### src/rtl/dividers_pkg.sv
// constants for the cascaded channel divider phase and duty block
package dividers_pkg;
   // register indices; byte address is four times the index
   localparam logic [11:0] IDX_CYC1 [2] = '{12'h199, 12'h19e};
   localparam logic [11:0] IDX_PHASE [2] = '{12'h19a, 12'h19f};
   localparam logic [11:0] IDX_CYC2 [2] = '{12'h19b, 12'h1a0};
   localparam logic [11:0] IDX_START [2] = '{12'h19c, 12'h1a1};
   localparam logic [11:0] IDX_DCC [2] = '{12'h19d, 12'h1a2};
   localparam logic [11:0] IDX_STATUS = 12'h1a3;
   localparam int ADDR_W = 14;
   localparam int WORD_LSB = 2;
   // field positions
   localparam int NIB_LO = 0;  // high-cycle count, stage 1 phase offset
   localparam int NIB_HI = 4;  // low-cycle count, stage 2 phase offset
   localparam int SH1_BIT = 0;
   localparam int SH2_BIT = 1;
   localparam int BYP1_BIT = 4;
   localparam int BYP2_BIT = 5;
   localparam int DCC_OFF_BIT = 0;
   // reset values
   localparam logic [7:0] RST_CYC = 8'h00;
   localparam logic [7:0] RST_PHASE = 8'h00;
   localparam logic [7:0] RST_START = 8'h00;
   localparam logic [7:0] RST_DCC = 8'h00;
   // delay: values above this wrap and add the low count plus one
   localparam logic [4:0] PHI_DIRECT_MAX = 5'h0f;
   // axi responses
   localparam logic [1:0] RESP_OKAY = 2'h0;
   localparam logic [1:0] RESP_SLVERR = 2'h2;
endpackage : dividers_pkg

### src/rtl/channel_dividers.sv
// two cascaded-stage channel dividers with phase offset and duty fix
`timescale 1ns/1ps

// one divider stage: start level, coarse delay, high/low counting
module divider_stage
   import dividers_pkg::*;
(
   input wire logic aclk, // system clock
   input wire logic aresetn, // sync reset, active low
   input wire logic tick_in, // stage input clock enable
   input wire logic hold, // sync hold condition active (sync_n low)
   input wire logic [3:0] low_cnt, // low cycles minus one
   input wire logic [3:0] high_cnt, // high cycles minus one
   input wire logic [3:0] phase_offset, // coarse offset field
   input wire logic start_high, // start level and offset msb
   input wire logic bypass, // stage passes its input through
   input wire logic dcc_on, // duty correction enabled
   output logic level, // stage output level
   output logic tick_thru, // rising-edge enable for next stage
   output logic half_fix // falling edge moved half input cycle
);
   typedef enum logic [2:0]
   {
      ST_HOLD = 3'b001,
      ST_DELAY = 3'b010,
      ST_RUN = 3'b100
   } stage_state_t;

   stage_state_t state;
   logic [5:0] cnt;
   logic [5:0] delay;
   logic tick_out;
   logic odd_ratio;

   // coarse delay in stage input cycles
   always_comb
   begin
      if ({start_high, phase_offset} <= PHI_DIRECT_MAX)
         delay = {2'b00, phase_offset};
      else
         delay = {2'b00, phase_offset} + {2'b00, low_cnt} + 6'h01;
   end

   // ratio high+low+2 is odd when the two counts differ in parity
   assign odd_ratio = low_cnt[0] ^ high_cnt[0];
   assign tick_thru = bypass ? tick_in : tick_out;

   // hold, delay and run sequencing
   always_ff @(posedge aclk)
   begin
      if (!aresetn)
      begin
         state <= ST_HOLD;
         cnt <= 6'h00;
         level <= 1'b0;
         tick_out <= 1'b0;
      end
      else
      begin
         tick_out <= 1'b0;
         case (state)
            ST_HOLD:
            begin
               level <= start_high;
               cnt <= delay;
               if (!hold)
                  state <= ST_DELAY;
            end
            ST_DELAY:
            begin
               if (hold)
                  state <= ST_HOLD;
               else if (tick_in && cnt == 6'h00)
               begin
                  state <= ST_RUN;
                  cnt <= {2'b00, level ? high_cnt : low_cnt};
               end
               else if (tick_in)
                  cnt <= cnt - 6'h01;
            end
            ST_RUN:
            begin
               if (hold)
                  state <= ST_HOLD;
               else if (tick_in && cnt == 6'h00)
               begin
                  level <= !level;
                  tick_out <= !level;
                  cnt <= {2'b00, level ? low_cnt : high_cnt};
               end
               else if (tick_in)
                  cnt <= cnt - 6'h01;
            end
            default:
               state <= ST_HOLD;
         endcase
      end
   end

   // half-cycle falling edge shift for odd ratios under correction
   always_ff @(posedge aclk)
   begin
      if (!aresetn)
         half_fix <= 1'b0;
      else
         half_fix <= dcc_on && odd_ratio && !bypass &&
                     state == ST_RUN;
   end
endmodule : divider_stage

module channel_dividers
   import dividers_pkg::*;
(
   input wire logic aclk, // system clock, 250 MHz
   input wire logic aresetn, // sync reset, active low
   input wire logic [ADDR_W-1:0] s_axi_awaddr, // write address
   input wire logic s_axi_awvalid, // write address valid
   output logic s_axi_awready, // write address ready
   input wire logic [31:0] s_axi_wdata, // write data
   input wire logic [3:0] s_axi_wstrb, // write strobes
   input wire logic s_axi_wvalid, // write data valid
   output logic s_axi_wready, // write data ready
   output logic [1:0] s_axi_bresp, // write response
   output logic s_axi_bvalid, // write response valid
   input wire logic s_axi_bready, // write response ready
   input wire logic [ADDR_W-1:0] s_axi_araddr, // read address
   input wire logic s_axi_arvalid, // read address valid
   output logic s_axi_arready, // read address ready
   output logic [31:0] s_axi_rdata, // read data
   output logic [1:0] s_axi_rresp, // read response
   output logic s_axi_rvalid, // read data valid
   input wire logic s_axi_rready, // read data ready
   input wire logic div_tick, // channel input clock enable
   input wire logic sync_n, // sync hold, active low
   output logic [1:0] ch_out, // channel output levels
   output logic [1:0] ch_half // channel falling edge half shift
);
   logic [7:0] cyc1 [2];
   logic [7:0] phase [2];
   logic [7:0] cyc2 [2];
   logic [7:0] start [2];
   logic [7:0] dcc [2];
   logic aw_got, w_got, next_aw_got, next_w_got;
   logic [ADDR_W-1:0] waddr;
   logic [7:0] wdata_q;
   logic wstrb_q;
   logic wr_hit, rd_hit, do_write;
   logic [7:0] rd_val;
   logic [1:0] lvl1, lvl2, tk1, tk2, half1, half2;

   assign do_write = aw_got && w_got && !s_axi_bvalid;

   // write channel capture, both orders
   always_comb
   begin
      next_aw_got = aw_got || (s_axi_awvalid && s_axi_awready);
      next_w_got = w_got || (s_axi_wvalid && s_axi_wready);
      if (s_axi_bvalid && s_axi_bready)
      begin
         next_aw_got = 1'b0;
         next_w_got = 1'b0;
      end
   end

   // write handshake and response
   always_ff @(posedge aclk)
   begin
      if (!aresetn)
      begin
         aw_got <= 1'b0;
         w_got <= 1'b0;
         waddr <= '0;
         wdata_q <= 8'h00;
         wstrb_q <= 1'b0;
         s_axi_awready <= 1'b0;
         s_axi_wready <= 1'b0;
         s_axi_bvalid <= 1'b0;
         s_axi_bresp <= RESP_OKAY;
      end
      else
      begin
         aw_got <= next_aw_got;
         w_got <= next_w_got;
         s_axi_awready <= !next_aw_got;
         s_axi_wready <= !next_w_got;
         if (s_axi_awvalid && s_axi_awready)
            waddr <= s_axi_awaddr;
         if (s_axi_wvalid && s_axi_wready)
         begin
            wdata_q <= s_axi_wdata[7:0];
            wstrb_q <= s_axi_wstrb[0];
         end
         if (s_axi_bvalid && s_axi_bready)
            s_axi_bvalid <= 1'b0;
         else if (do_write)
         begin
            s_axi_bvalid <= 1'b1;
            s_axi_bresp <= wr_hit ? RESP_OKAY : RESP_SLVERR;
         end
      end
   end

   // write decode
   always_comb
   begin
      wr_hit = waddr[WORD_LSB-1:0] == 2'b00 &&
               waddr[ADDR_W-1:WORD_LSB] == IDX_STATUS;
      for (int c = 0; c < 2; c++)
         if (waddr[ADDR_W-1:WORD_LSB] == IDX_CYC1[c] ||
             waddr[ADDR_W-1:WORD_LSB] == IDX_PHASE[c] ||
             waddr[ADDR_W-1:WORD_LSB] == IDX_CYC2[c] ||
             waddr[ADDR_W-1:WORD_LSB] == IDX_START[c] ||
             waddr[ADDR_W-1:WORD_LSB] == IDX_DCC[c])
            wr_hit = waddr[WORD_LSB-1:0] == 2'b00;
   end

   // configuration registers, low byte lane only
   always_ff @(posedge aclk)
   begin
      if (!aresetn)
         for (int c = 0; c < 2; c++)
         begin
            cyc1[c] <= RST_CYC;
            phase[c] <= RST_PHASE;
            cyc2[c] <= RST_CYC;
            start[c] <= RST_START;
            dcc[c] <= RST_DCC;
         end
      else if (do_write && wstrb_q && waddr[WORD_LSB-1:0] == 2'b00)
         for (int c = 0; c < 2; c++)
         begin
            if (waddr[ADDR_W-1:WORD_LSB] == IDX_CYC1[c])
               cyc1[c] <= wdata_q;
            if (waddr[ADDR_W-1:WORD_LSB] == IDX_PHASE[c])
               phase[c] <= wdata_q;
            if (waddr[ADDR_W-1:WORD_LSB] == IDX_CYC2[c])
               cyc2[c] <= wdata_q;
            if (waddr[ADDR_W-1:WORD_LSB] == IDX_START[c])
               start[c] <= wdata_q;
            if (waddr[ADDR_W-1:WORD_LSB] == IDX_DCC[c])
               dcc[c] <= wdata_q;
         end
   end

   // read decode
   always_comb
   begin
      rd_hit = s_axi_araddr[WORD_LSB-1:0] == 2'b00 &&
               s_axi_araddr[ADDR_W-1:WORD_LSB] == IDX_STATUS;
      rd_val = {2'b00, ch_half, tk2 | tk1, ch_out};
      for (int c = 0; c < 2; c++)
      begin
         if (s_axi_araddr[ADDR_W-1:WORD_LSB] == IDX_CYC1[c])
            rd_val = cyc1[c];
         if (s_axi_araddr[ADDR_W-1:WORD_LSB] == IDX_PHASE[c])
            rd_val = phase[c];
         if (s_axi_araddr[ADDR_W-1:WORD_LSB] == IDX_CYC2[c])
            rd_val = cyc2[c];
         if (s_axi_araddr[ADDR_W-1:WORD_LSB] == IDX_START[c])
            rd_val = start[c];
         if (s_axi_araddr[ADDR_W-1:WORD_LSB] == IDX_DCC[c])
            rd_val = dcc[c];
         if (s_axi_araddr[ADDR_W-1:WORD_LSB] == IDX_CYC1[c] ||
             s_axi_araddr[ADDR_W-1:WORD_LSB] == IDX_PHASE[c] ||
             s_axi_araddr[ADDR_W-1:WORD_LSB] == IDX_CYC2[c] ||
             s_axi_araddr[ADDR_W-1:WORD_LSB] == IDX_START[c] ||
             s_axi_araddr[ADDR_W-1:WORD_LSB] == IDX_DCC[c])
            rd_hit = s_axi_araddr[WORD_LSB-1:0] == 2'b00;
      end
   end

   // read handshake, answer one cycle after the address is taken
   always_ff @(posedge aclk)
   begin
      if (!aresetn)
      begin
         s_axi_arready <= 1'b0;
         s_axi_rvalid <= 1'b0;
         s_axi_rdata <= 32'h0000_0000;
         s_axi_rresp <= RESP_OKAY;
      end
      else if (s_axi_arvalid && s_axi_arready)
      begin
         s_axi_arready <= 1'b0;
         s_axi_rvalid <= 1'b1;
         s_axi_rdata <= rd_hit ? {24'h00_0000, rd_val} : 32'h0000_0000;
         s_axi_rresp <= rd_hit ? RESP_OKAY : RESP_SLVERR;
      end
      else if (s_axi_rvalid && s_axi_rready)
      begin
         s_axi_rvalid <= 1'b0;
         s_axi_arready <= 1'b1;
      end
      else
         s_axi_arready <= !s_axi_rvalid;
   end

   // two stages per channel, second stage clocked by the first
   for (genvar c = 0; c < 2; c++)
   begin : g_ch
      divider_stage u_s1 (
         .aclk(aclk),
         .aresetn(aresetn),
         .tick_in(div_tick),
         .hold(!sync_n),
         .low_cnt(cyc1[c][NIB_HI+:4]),
         .high_cnt(cyc1[c][NIB_LO+:4]),
         .phase_offset(phase[c][NIB_LO+:4]),
         .start_high(start[c][SH1_BIT]),
         .bypass(start[c][BYP1_BIT]),
         .dcc_on(!dcc[c][DCC_OFF_BIT]),
         .level(lvl1[c]),
         .tick_thru(tk1[c]),
         .half_fix(half1[c])
      );
      divider_stage u_s2 (
         .aclk(aclk),
         .aresetn(aresetn),
         .tick_in(tk1[c]),
         .hold(!sync_n),
         .low_cnt(cyc2[c][NIB_HI+:4]),
         .high_cnt(cyc2[c][NIB_LO+:4]),
         .phase_offset(phase[c][NIB_HI+:4]),
         .start_high(start[c][SH2_BIT]),
         .bypass(start[c][BYP2_BIT]),
         .dcc_on(!dcc[c][DCC_OFF_BIT]),
         .level(lvl2[c]),
         .tick_thru(tk2[c]),
         .half_fix(half2[c])
      );
   end

   // channel output: last active stage, or input when both bypassed
   always_ff @(posedge aclk)
   begin
      if (!aresetn)
      begin
         ch_out <= 2'b00;
         ch_half <= 2'b00;
      end
      else
         for (int c = 0; c < 2; c++)
         begin
            if (!start[c][BYP2_BIT])
               ch_out[c] <= lvl2[c];
            else if (!start[c][BYP1_BIT])
               ch_out[c] <= lvl1[c];
            else
               ch_out[c] <= div_tick;
            ch_half[c] <= start[c][BYP2_BIT] ? half1[c] : half2[c];
         end
   end
endmodule : channel_dividers

### config.mk
export PLATFORM = sky130hd
export DESIGN_NAME = channel_dividers
export DESIGN_NICKNAME = d
export VERILOG_FILES = /design/src/rtl/dividers_pkg.sv /design/src/rtl/channel_dividers.sv
export SDC_FILE = /design/constraint.sdc
export NUM_CORES = 1
export LEC_CHECK = 0
export ABC_AREA = 1
export BUFFER_PORTS_ARGS = -buffer_cell sky130_fd_sc_hd__buf_4
export CORE_UTILIZATION = 28
export DETAILED_ROUTE_END_ITERATION = 6
export GPL_ROUTABILITY_DRIVEN = 0
export PLACE_DENSITY = 0.4
export REMOVE_ABC_BUFFERS = 1
export SKIP_LAST_GASP = 1
export SYNTH_ARGS = -nofsm -noshare
export SYNTH_HDL_FRONTEND = slang
export SYNTH_SLANG_ARGS = --single-unit
### constraint.sdc
create_clock -name aclk -period 5.7 [get_ports aclk]
set_input_delay 0.285 -clock aclk [delete_from_list [all_inputs] [get_ports aclk]]
set_output_delay 0.285 -clock aclk [all_outputs]
set_load 0.1 [all_outputs]
After elaboration in Yosys (flattened, before gate mapping)

Memory sizes are Yosys's and may differ from the RTL's.
Cells that the tools add are included.

Logic and storage cells: 369
Memory bits (read-only): 0
Output and inout port bits: 45
Latch bits: 0
Memories: 5
Input port bits: 73
Bits in writable memories: 80
Bits in registers: 118

Multiplexer cells: 145
Order comparisons: 4
Equal/unequal tests: 58
$mul: 0
Reduce and logical (&&, ||, !) cells: 93
Divide/modulo/power cells: 0
Shift operators: 0
Add/sub/neg operators: 12
Bitwise operators: 17

Memory list:

| name  | depth | bits a word | read ports | clocked after Yosys merged registers in | wr ports | line                    | text |
|---|---|---|---|---|---|---|---|
| cyc1  | 2     | 8           | 2          | 0                                       | 2        | channel_dividers.sv:138 | `logic [7:0] cyc1 [2];` |
| cyc2  | 2     | 8           | 2          | 0                                       | 2        | channel_dividers.sv:140 | `logic [7:0] cyc2 [2];` |
| dcc   | 2     | 8           | 2          | 0                                       | 2        | channel_dividers.sv:142 | `logic [7:0] dcc [2];` |
| phase | 2     | 8           | 2          | 0                                       | 2        | channel_dividers.sv:139 | `logic [7:0] phase [2];` |
| start | 2     | 8           | 2          | 0                                       | 2        | channel_dividers.sv:141 | `logic [7:0] start [2];` |

Operators by type and width:

| cell                                                                              | count |
|---|---|
| 12-bit by 9-bit equality test with 1-bit output (second input constant)           | 22 |
| 8-bit 2-to-1 mux                                                                  | 21 |
| 6-bit 2-to-1 mux                                                                  | 24 |
| 6-bit one-hot mux with 3 select lines                                             | 4 |
| 1-bit 2-to-1 mux                                                                  | 68 |
| 3-bit one-hot mux with 3 select lines                                             | 4 |
| 3-bit AND reduction                                                               | 12 |
| 4-bit 2-to-1 mux                                                                  | 8 |
| 2-bit != test (second input constant)                                             | 16 |
| 3-bit 2-to-1 mux                                                                  | 10 |
| 1-bit logical AND                                                                 | 27 |
| 6-bit by 1-bit adder with 6-bit output (second input constant)                    | 4 |
| 6-bit zero test                                                                   | 4 |
| 6-bit by 1-bit subtractor with 6-bit output (second input constant)               | 4 |
| 4-bit by 4-bit adder with 5-bit output                                            | 4 |
| 5-bit by 4-bit less-or-equal comparator with 1-bit output (second input constant) | 4 |
| 1-bit logical OR                                                                  | 18 |
| 4-bit AND reduction                                                               | 4 |
| 1-bit zero test                                                                   | 14 |
| 3-bit by 1-bit equality test with 1-bit output (second input constant)            | 4 |
| 3-bit by 2-bit equality test with 1-bit output (second input constant)            | 4 |
| 3-bit equality test (second input constant)                                       | 4 |
| 3-bit by 2-bit != test with 1-bit output (second input constant)                  | 4 |
| 3-bit nonzero test                                                                | 4 |
| 11 further kinds                                                                  | 37 |

Logic depth before layout (Yosys ltp)

An unclocked memory read counts as a cell.

Depth after elaboration: 15
Mapped depth: 18
Gate-level depth less buffers: 18

By module

From an unflattened synthesis, not the netlist that was laid out.

Cells, all modules: 1453
Area, all modules: 10515.1 um^2

Modules (own cells, without submodules):

| module                            | instances | cells each | seq. area each (um^2) | area each (um^2) |
|---|---|---|---|---|
| channel_dividers                  | 1         | 690        | 3283.1                | 6007.0 |
| divider_stage at g_ch[0].u_s1 ... | 2         | 190        | 240.2                 | 1113.6 |
| divider_stage at g_ch[1].u_s1     | 1         | 196        | 240.2                 | 1167.4 |
| divider_stage at g_ch[1].u_s2     | 1         | 187        | 240.2                 | 1113.6 |

Worst setup path after synthesis

No wires, ideal clock.

Path type: reg-to-reg
Start: reg s_axi_bvalid
End: mem cyc1[0][0] (enable)
Setup slack: 3153 ps
Stages on the path, launching flop included: 6
Arrival: 2163 ps
Clock period less this slack: 2547 ps
Cells stage by stage: dfxtp_1 -> nor3_1 -> nor3b_1 -> nand2_1 -> clkbuf_1 -> o21ai_0

RTL lines:

| element                | line                    | text |
|---|---|---|
| start, declared        | channel_dividers.sv:124 | `output logic s_axi_bvalid,` |
| start signal, assigned | channel_dividers.sv:177 | `s_axi_bvalid <= 1'b0;` |
| start signal, assigned | channel_dividers.sv:194 | `s_axi_bvalid <= 1'b0;` |
| start signal, assigned | channel_dividers.sv:197 | `s_axi_bvalid <= 1'b1;` |
| end, declared          | channel_dividers.sv:138 |  |

==> load_flow_metrics.sql <==
INSERT INTO impl_metrics (metric_group, metric, value, unit) VALUES
('clocking', 'cts_tree', 'yes', ''),
('cells_and_area', 'postLayoutCellArea', '0.0113', 'mm^2'),
('timing', 'rsz0062_at_grt', 'false', ''),
('clocking', 'clk_transition_reported_paths', '0.07', 'ns'),
('floorplanning', 'start_util', '28.4', '%'),
('routing', 'postRouteAntennaNets', '0', ''),
('power', 'total_switching_power', '1.26', 'mW'),
('routing', 'drt-wirelength-per-cell', '17.3', 'um'),
('grt', 'initial_antenna_violation_count', '1', ''),
('timing', 'max_freq', '373', 'MHz'),
('synthesis', 'synth-seq-cells', '172', ''),
('synthesis', 'postSynth.asyncResetShare', '0', '%'),
('placement', 'dp.cells', '1764', ''),
('routing', 'routed_via_density', '4.74', ''),
('run_status', 'status', 'finished, final reports clean', ''),
('routing', 'route.detailed.drc', '0', ''),
('power', 'power_report.internal_total', '2.33', 'mW'),
('synthesis', 'synth_sequential_area_ratio', '43.3', '%'),
('setup_path', 'worst_setup_path_start_kind', 'flip-flop', ''),
('timing', 'final.setup_skew', '0.0134', 'ns'),
('synthesis', 'postSynthCellCount', '1263', ''),
('timing', 'report.final.slew_viol_count', '0', ''),
('cells_and_area', 'commonest_non_fill_non_tap_cell_in_the_layout', 'sky130_fd_sc_hd__nand2_1', ''),
('setup_path', 'cpPeakStageDelay', '1.01', 'ns'),
('setup_path', 'critical_path_arrival', '2.74', 'ns'),
('power', 'leakage', '4.75', 'nW'),
('grt', 'grt_first_pass_wirelength', '48.2', 'mm'),
('routing', 'detailedRoute.firstIterationViolations', '554', ''),
('grt', 'grt_max_degree', '52', ''),
('clocking', 'maximum_root_to_sink_buffer_count', '2', ''),
('synthesis', 'synthesis.area_per_instance', '7.77', 'um^2'),
('setup_path', 'endpoint_kind', 'flip-flop', ''),
('timing', 'part_of_the_cycle_the_worst_path_needs', '47.1', '%'),
('clocking', 'cts_max_level', '4', ''),
('floorplanning', 'die-width', '189', 'um'),
('timing', 'worstMarginPinSlew', '1.21', 'ns'),
('synthesis', 'synth_enable_flop_cells', '80', ''),
('power', 'comb_power_share', '23.9', '%'),
('cells_and_area', 'numnets_final', '1429', ''),
('placement', 'dpl.hpwl', '24.1', 'mm'),
('min_path', 'min_path_type', 'in2reg', ''),
('placement', 'port_buffers', '64', ''),
('synthesis', 'synth_area', '0.00981', 'mm^2'),
('power', 'pwr-share-seq', '42.5', '%'),
('routing', 'via_count', '8515', ''),
('timing', 'slew_headroom', '18.6', '%'),
('synthesis', 'synth.yosys.warnings', '0', ''),
('synthesis', 'synthFlopType', 'sky130_fd_sc_hd__dfxtp_1', ''),
('timing', 'final_hold_viol_count', '0', ''),
('flow_run', 'max_cap_violations', '0', ''),
('cells_and_area', 'post_route_cells_drive_above_1_share', '10.7', '%'),
('power', 'clock_share_of_power', '33.6', '%'),
('timing', 'finalSetupViolations', '0', ''),
('clocking', 'cts_setup_buffers', '0', ''),
('cells_and_area', 'antenna_cells_inserted', '0', ''),
('floorplanning', 'core_area', '0.0345', 'mm^2'),
('routing', 'drt_first_pass_iters', '5', ''),
('power', 'switching_share', '35.1', '%'),
('timing', 'setup_total_negative_slack', '0', 'ns'),
('power', 'fin_total_pwr', '3.60', 'mW'),
('cells_and_area', 'finish.cell_count_without_fillers', '1796', ''),
('routing', 'wirelength', '31.0', 'mm'),
('timing', 'finalWorstPathRequiredPeriod', '2.68', 'ns'),
('floorplanning', 'die_height', '189', 'um'),
('grt', 'first_global_vias', '8128', ''),
('setup_path', 'critical_path_peak_fanout', '11', ''),
('clocking', 'cts_num_sinks', '172', ''),
('cells_and_area', 'synthToLayoutAreaGrowth', '15.2', '%'),
('setup_path', 'critical_path_required', '5.76', 'ns'),
('setup_path', 'timing.setup.critical_path_class', 'reg2reg', ''),
('synthesis', 'synthDistinctLibCells', '61', '');
worst max-delay path, delay by kind of cell (launching register included):
kind	cells	cell delay, ns
simple gates	3	0.93
flops	1	0.31
buf+inv	1	0.06
compound gates	1	1.01
logic make-up after synthesis:
kind of cell	after synthesis	share of synthesized area (%)
XOR/XNOR	29	2.59
flip-flops	172	43.3
AND/OR/NAND/NOR	520	23.4
buffers and inverters	215	9.33
AO/OA/AOI/OAI	297	17.4
adder cells (fa/ha/maj)	28	3.88
other	1	0.0382
multiplexers	1	0.102
path summary, 6_finish.rpt:
| path | start | to | slack [ns] | depth (start not counted) |
|---|---|---|---|---|
| worst min-delay path | s_axi_awaddr[6] | waddr[6] | 0.1 | 3 |
| worst min register to register | waddr[9] | waddr[9] | 0.46 | 2 |
| worst max-delay path | w_got | cyc1[0][11] | 3.02 | 5 |
| worst max register to register | w_got | cyc1[0][11] | 3.02 | 5 |
cells in the mapped netlist, types with 2 or more instances:
library cell / n / area share (%)
sky130_fd_sc_hd__a2111oi_0: 3 / 0.27
sky130_fd_sc_hd__a211oi_1: 9 / 0.69
sky130_fd_sc_hd__a21oi_1: 83 / 4.2
sky130_fd_sc_hd__a22o_1: 2 / 0.18
sky130_fd_sc_hd__a22oi_1: 2 / 0.15
sky130_fd_sc_hd__a31oi_1: 18 / 1.1
sky130_fd_sc_hd__a32o_1: 2 / 0.20
sky130_fd_sc_hd__a41oi_1: 5 / 0.45
sky130_fd_sc_hd__and3_1: 2 / 0.13
sky130_fd_sc_hd__buf_1: 2 / 0.077
sky130_fd_sc_hd__buf_2: 2 / 0.10
sky130_fd_sc_hd__buf_4: 28 / 2.1
sky130_fd_sc_hd__clkbuf_1: 18 / 0.69
sky130_fd_sc_hd__clkinv_1: 4 / 0.15
sky130_fd_sc_hd__dfxtp_1: 92 / 19
sky130_fd_sc_hd__edfxtp_1: 80 / 24
sky130_fd_sc_hd__fa_1: 4 / 0.82
sky130_fd_sc_hd__ha_1: 24 / 3.1
sky130_fd_sc_hd__inv_1: 155 / 5.9
sky130_fd_sc_hd__inv_2: 6 / 0.23
sky130_fd_sc_hd__nand2_1: 247 / 9.5
sky130_fd_sc_hd__nand2_2: 6 / 0.38
sky130_fd_sc_hd__nand3_1: 42 / 2.1
sky130_fd_sc_hd__nand3b_1: 2 / 0.15
sky130_fd_sc_hd__nand4_1: 5 / 0.32
sky130_fd_sc_hd__nor2_1: 153 / 5.9
sky130_fd_sc_hd__nor2_2: 3 / 0.19
sky130_fd_sc_hd__nor2_4: 4 / 0.46
sky130_fd_sc_hd__nor3_1: 19 / 0.97
sky130_fd_sc_hd__nor3_2: 8 / 0.82
sky130_fd_sc_hd__nor3_4: 3 / 0.50
sky130_fd_sc_hd__nor4_1: 10 / 0.64
sky130_fd_sc_hd__o2111ai_1: 2 / 0.18
sky130_fd_sc_hd__o211ai_1: 23 / 1.8
sky130_fd_sc_hd__o21ai_0: 122 / 6.2
sky130_fd_sc_hd__o21ai_1: 3 / 0.15
sky130_fd_sc_hd__o21bai_1: 2 / 0.15
sky130_fd_sc_hd__o221ai_1: 2 / 0.18
sky130_fd_sc_hd__o22ai_1: 11 / 0.70
sky130_fd_sc_hd__or2_2: 7 / 0.45
sky130_fd_sc_hd__xnor2_1: 8 / 0.71
sky130_fd_sc_hd__xor2_1: 21 / 1.9
power by group through the flow:
stage | registers, mW | logic, mW | clock network (mW)
4_1_cts | 1.53 | 0.867 | 1.25
2_1_floorplan | 1.56 | 0.614 | 0
3_5_place_dp | 1.56 | 0.863 | 0
3_3_place_gp | 1.56 | 0.861 | 0
5_1_grt | 1.55 | 0.977 | 1.29
6_report | 1.53 | 0.860 | 1.21
layout make-up:
cell class                      count  area (um^2)
Inverter                          165          619
Multi-Input combinational cell    901         4740
Clock inverter                     14          160
Timing Repair Buffer               71          533
Clock buffer                       18          429
Fill cell                        3756        23200
Sequential cell                   172         4240
Tap cell                          455          569
sequential cells by signal (all words and copies together), names as in the netlist, 2 cells and up:
register	flops
start	16
g_ch.u_s2.half_fix	2
cyc2	16
wdata_q	8
s_axi_rdata	8
g_ch.u_s1.state	6
g_ch.u_s1.half_fix	2
g_ch.u_s1.tick_out	2
waddr	14
g_ch.u_s1.level	2
g_ch.u_s2.tick_out	2
g_ch.u_s2.cnt	12
cyc1	16
ch_out	2
g_ch.u_s2.state	6
phase	16
dcc	16
ch_half	2
g_ch.u_s2.level	2
g_ch.u_s1.cnt	12
per-layer routing:
layer / track usage, % / wire (um) / vias to the layer above
met5: 0 / 0 / -
met4: 5.02 / 435 / 0
met3: 2.39 / 1200 / 22
met2: 28.0 / 13800 / 188
met1: 25.7 / 15600 / 3961
li1: - / - / 4344
metrics by stage:
| stage | hold WS [ns] | setup slack (ns) | util [%] |
|---|---|---|---|
| 6_report | 0.0998 | 3.02 | 32.7 |
| 4_1_cts | 0.0684 | 2.98 | 32.7 |
| 3_5_place_dp | 0.443 | 2.99 | 31.0 |
| 5_1_grt | 0.109 | 2.62 | 32.7 |
| 3_3_place_gp | 0.444 | 3.01 | 31.0 |
| 2_1_floorplan | 0.371 | 3.20 | - |
(Power assumes the default switching activity.)
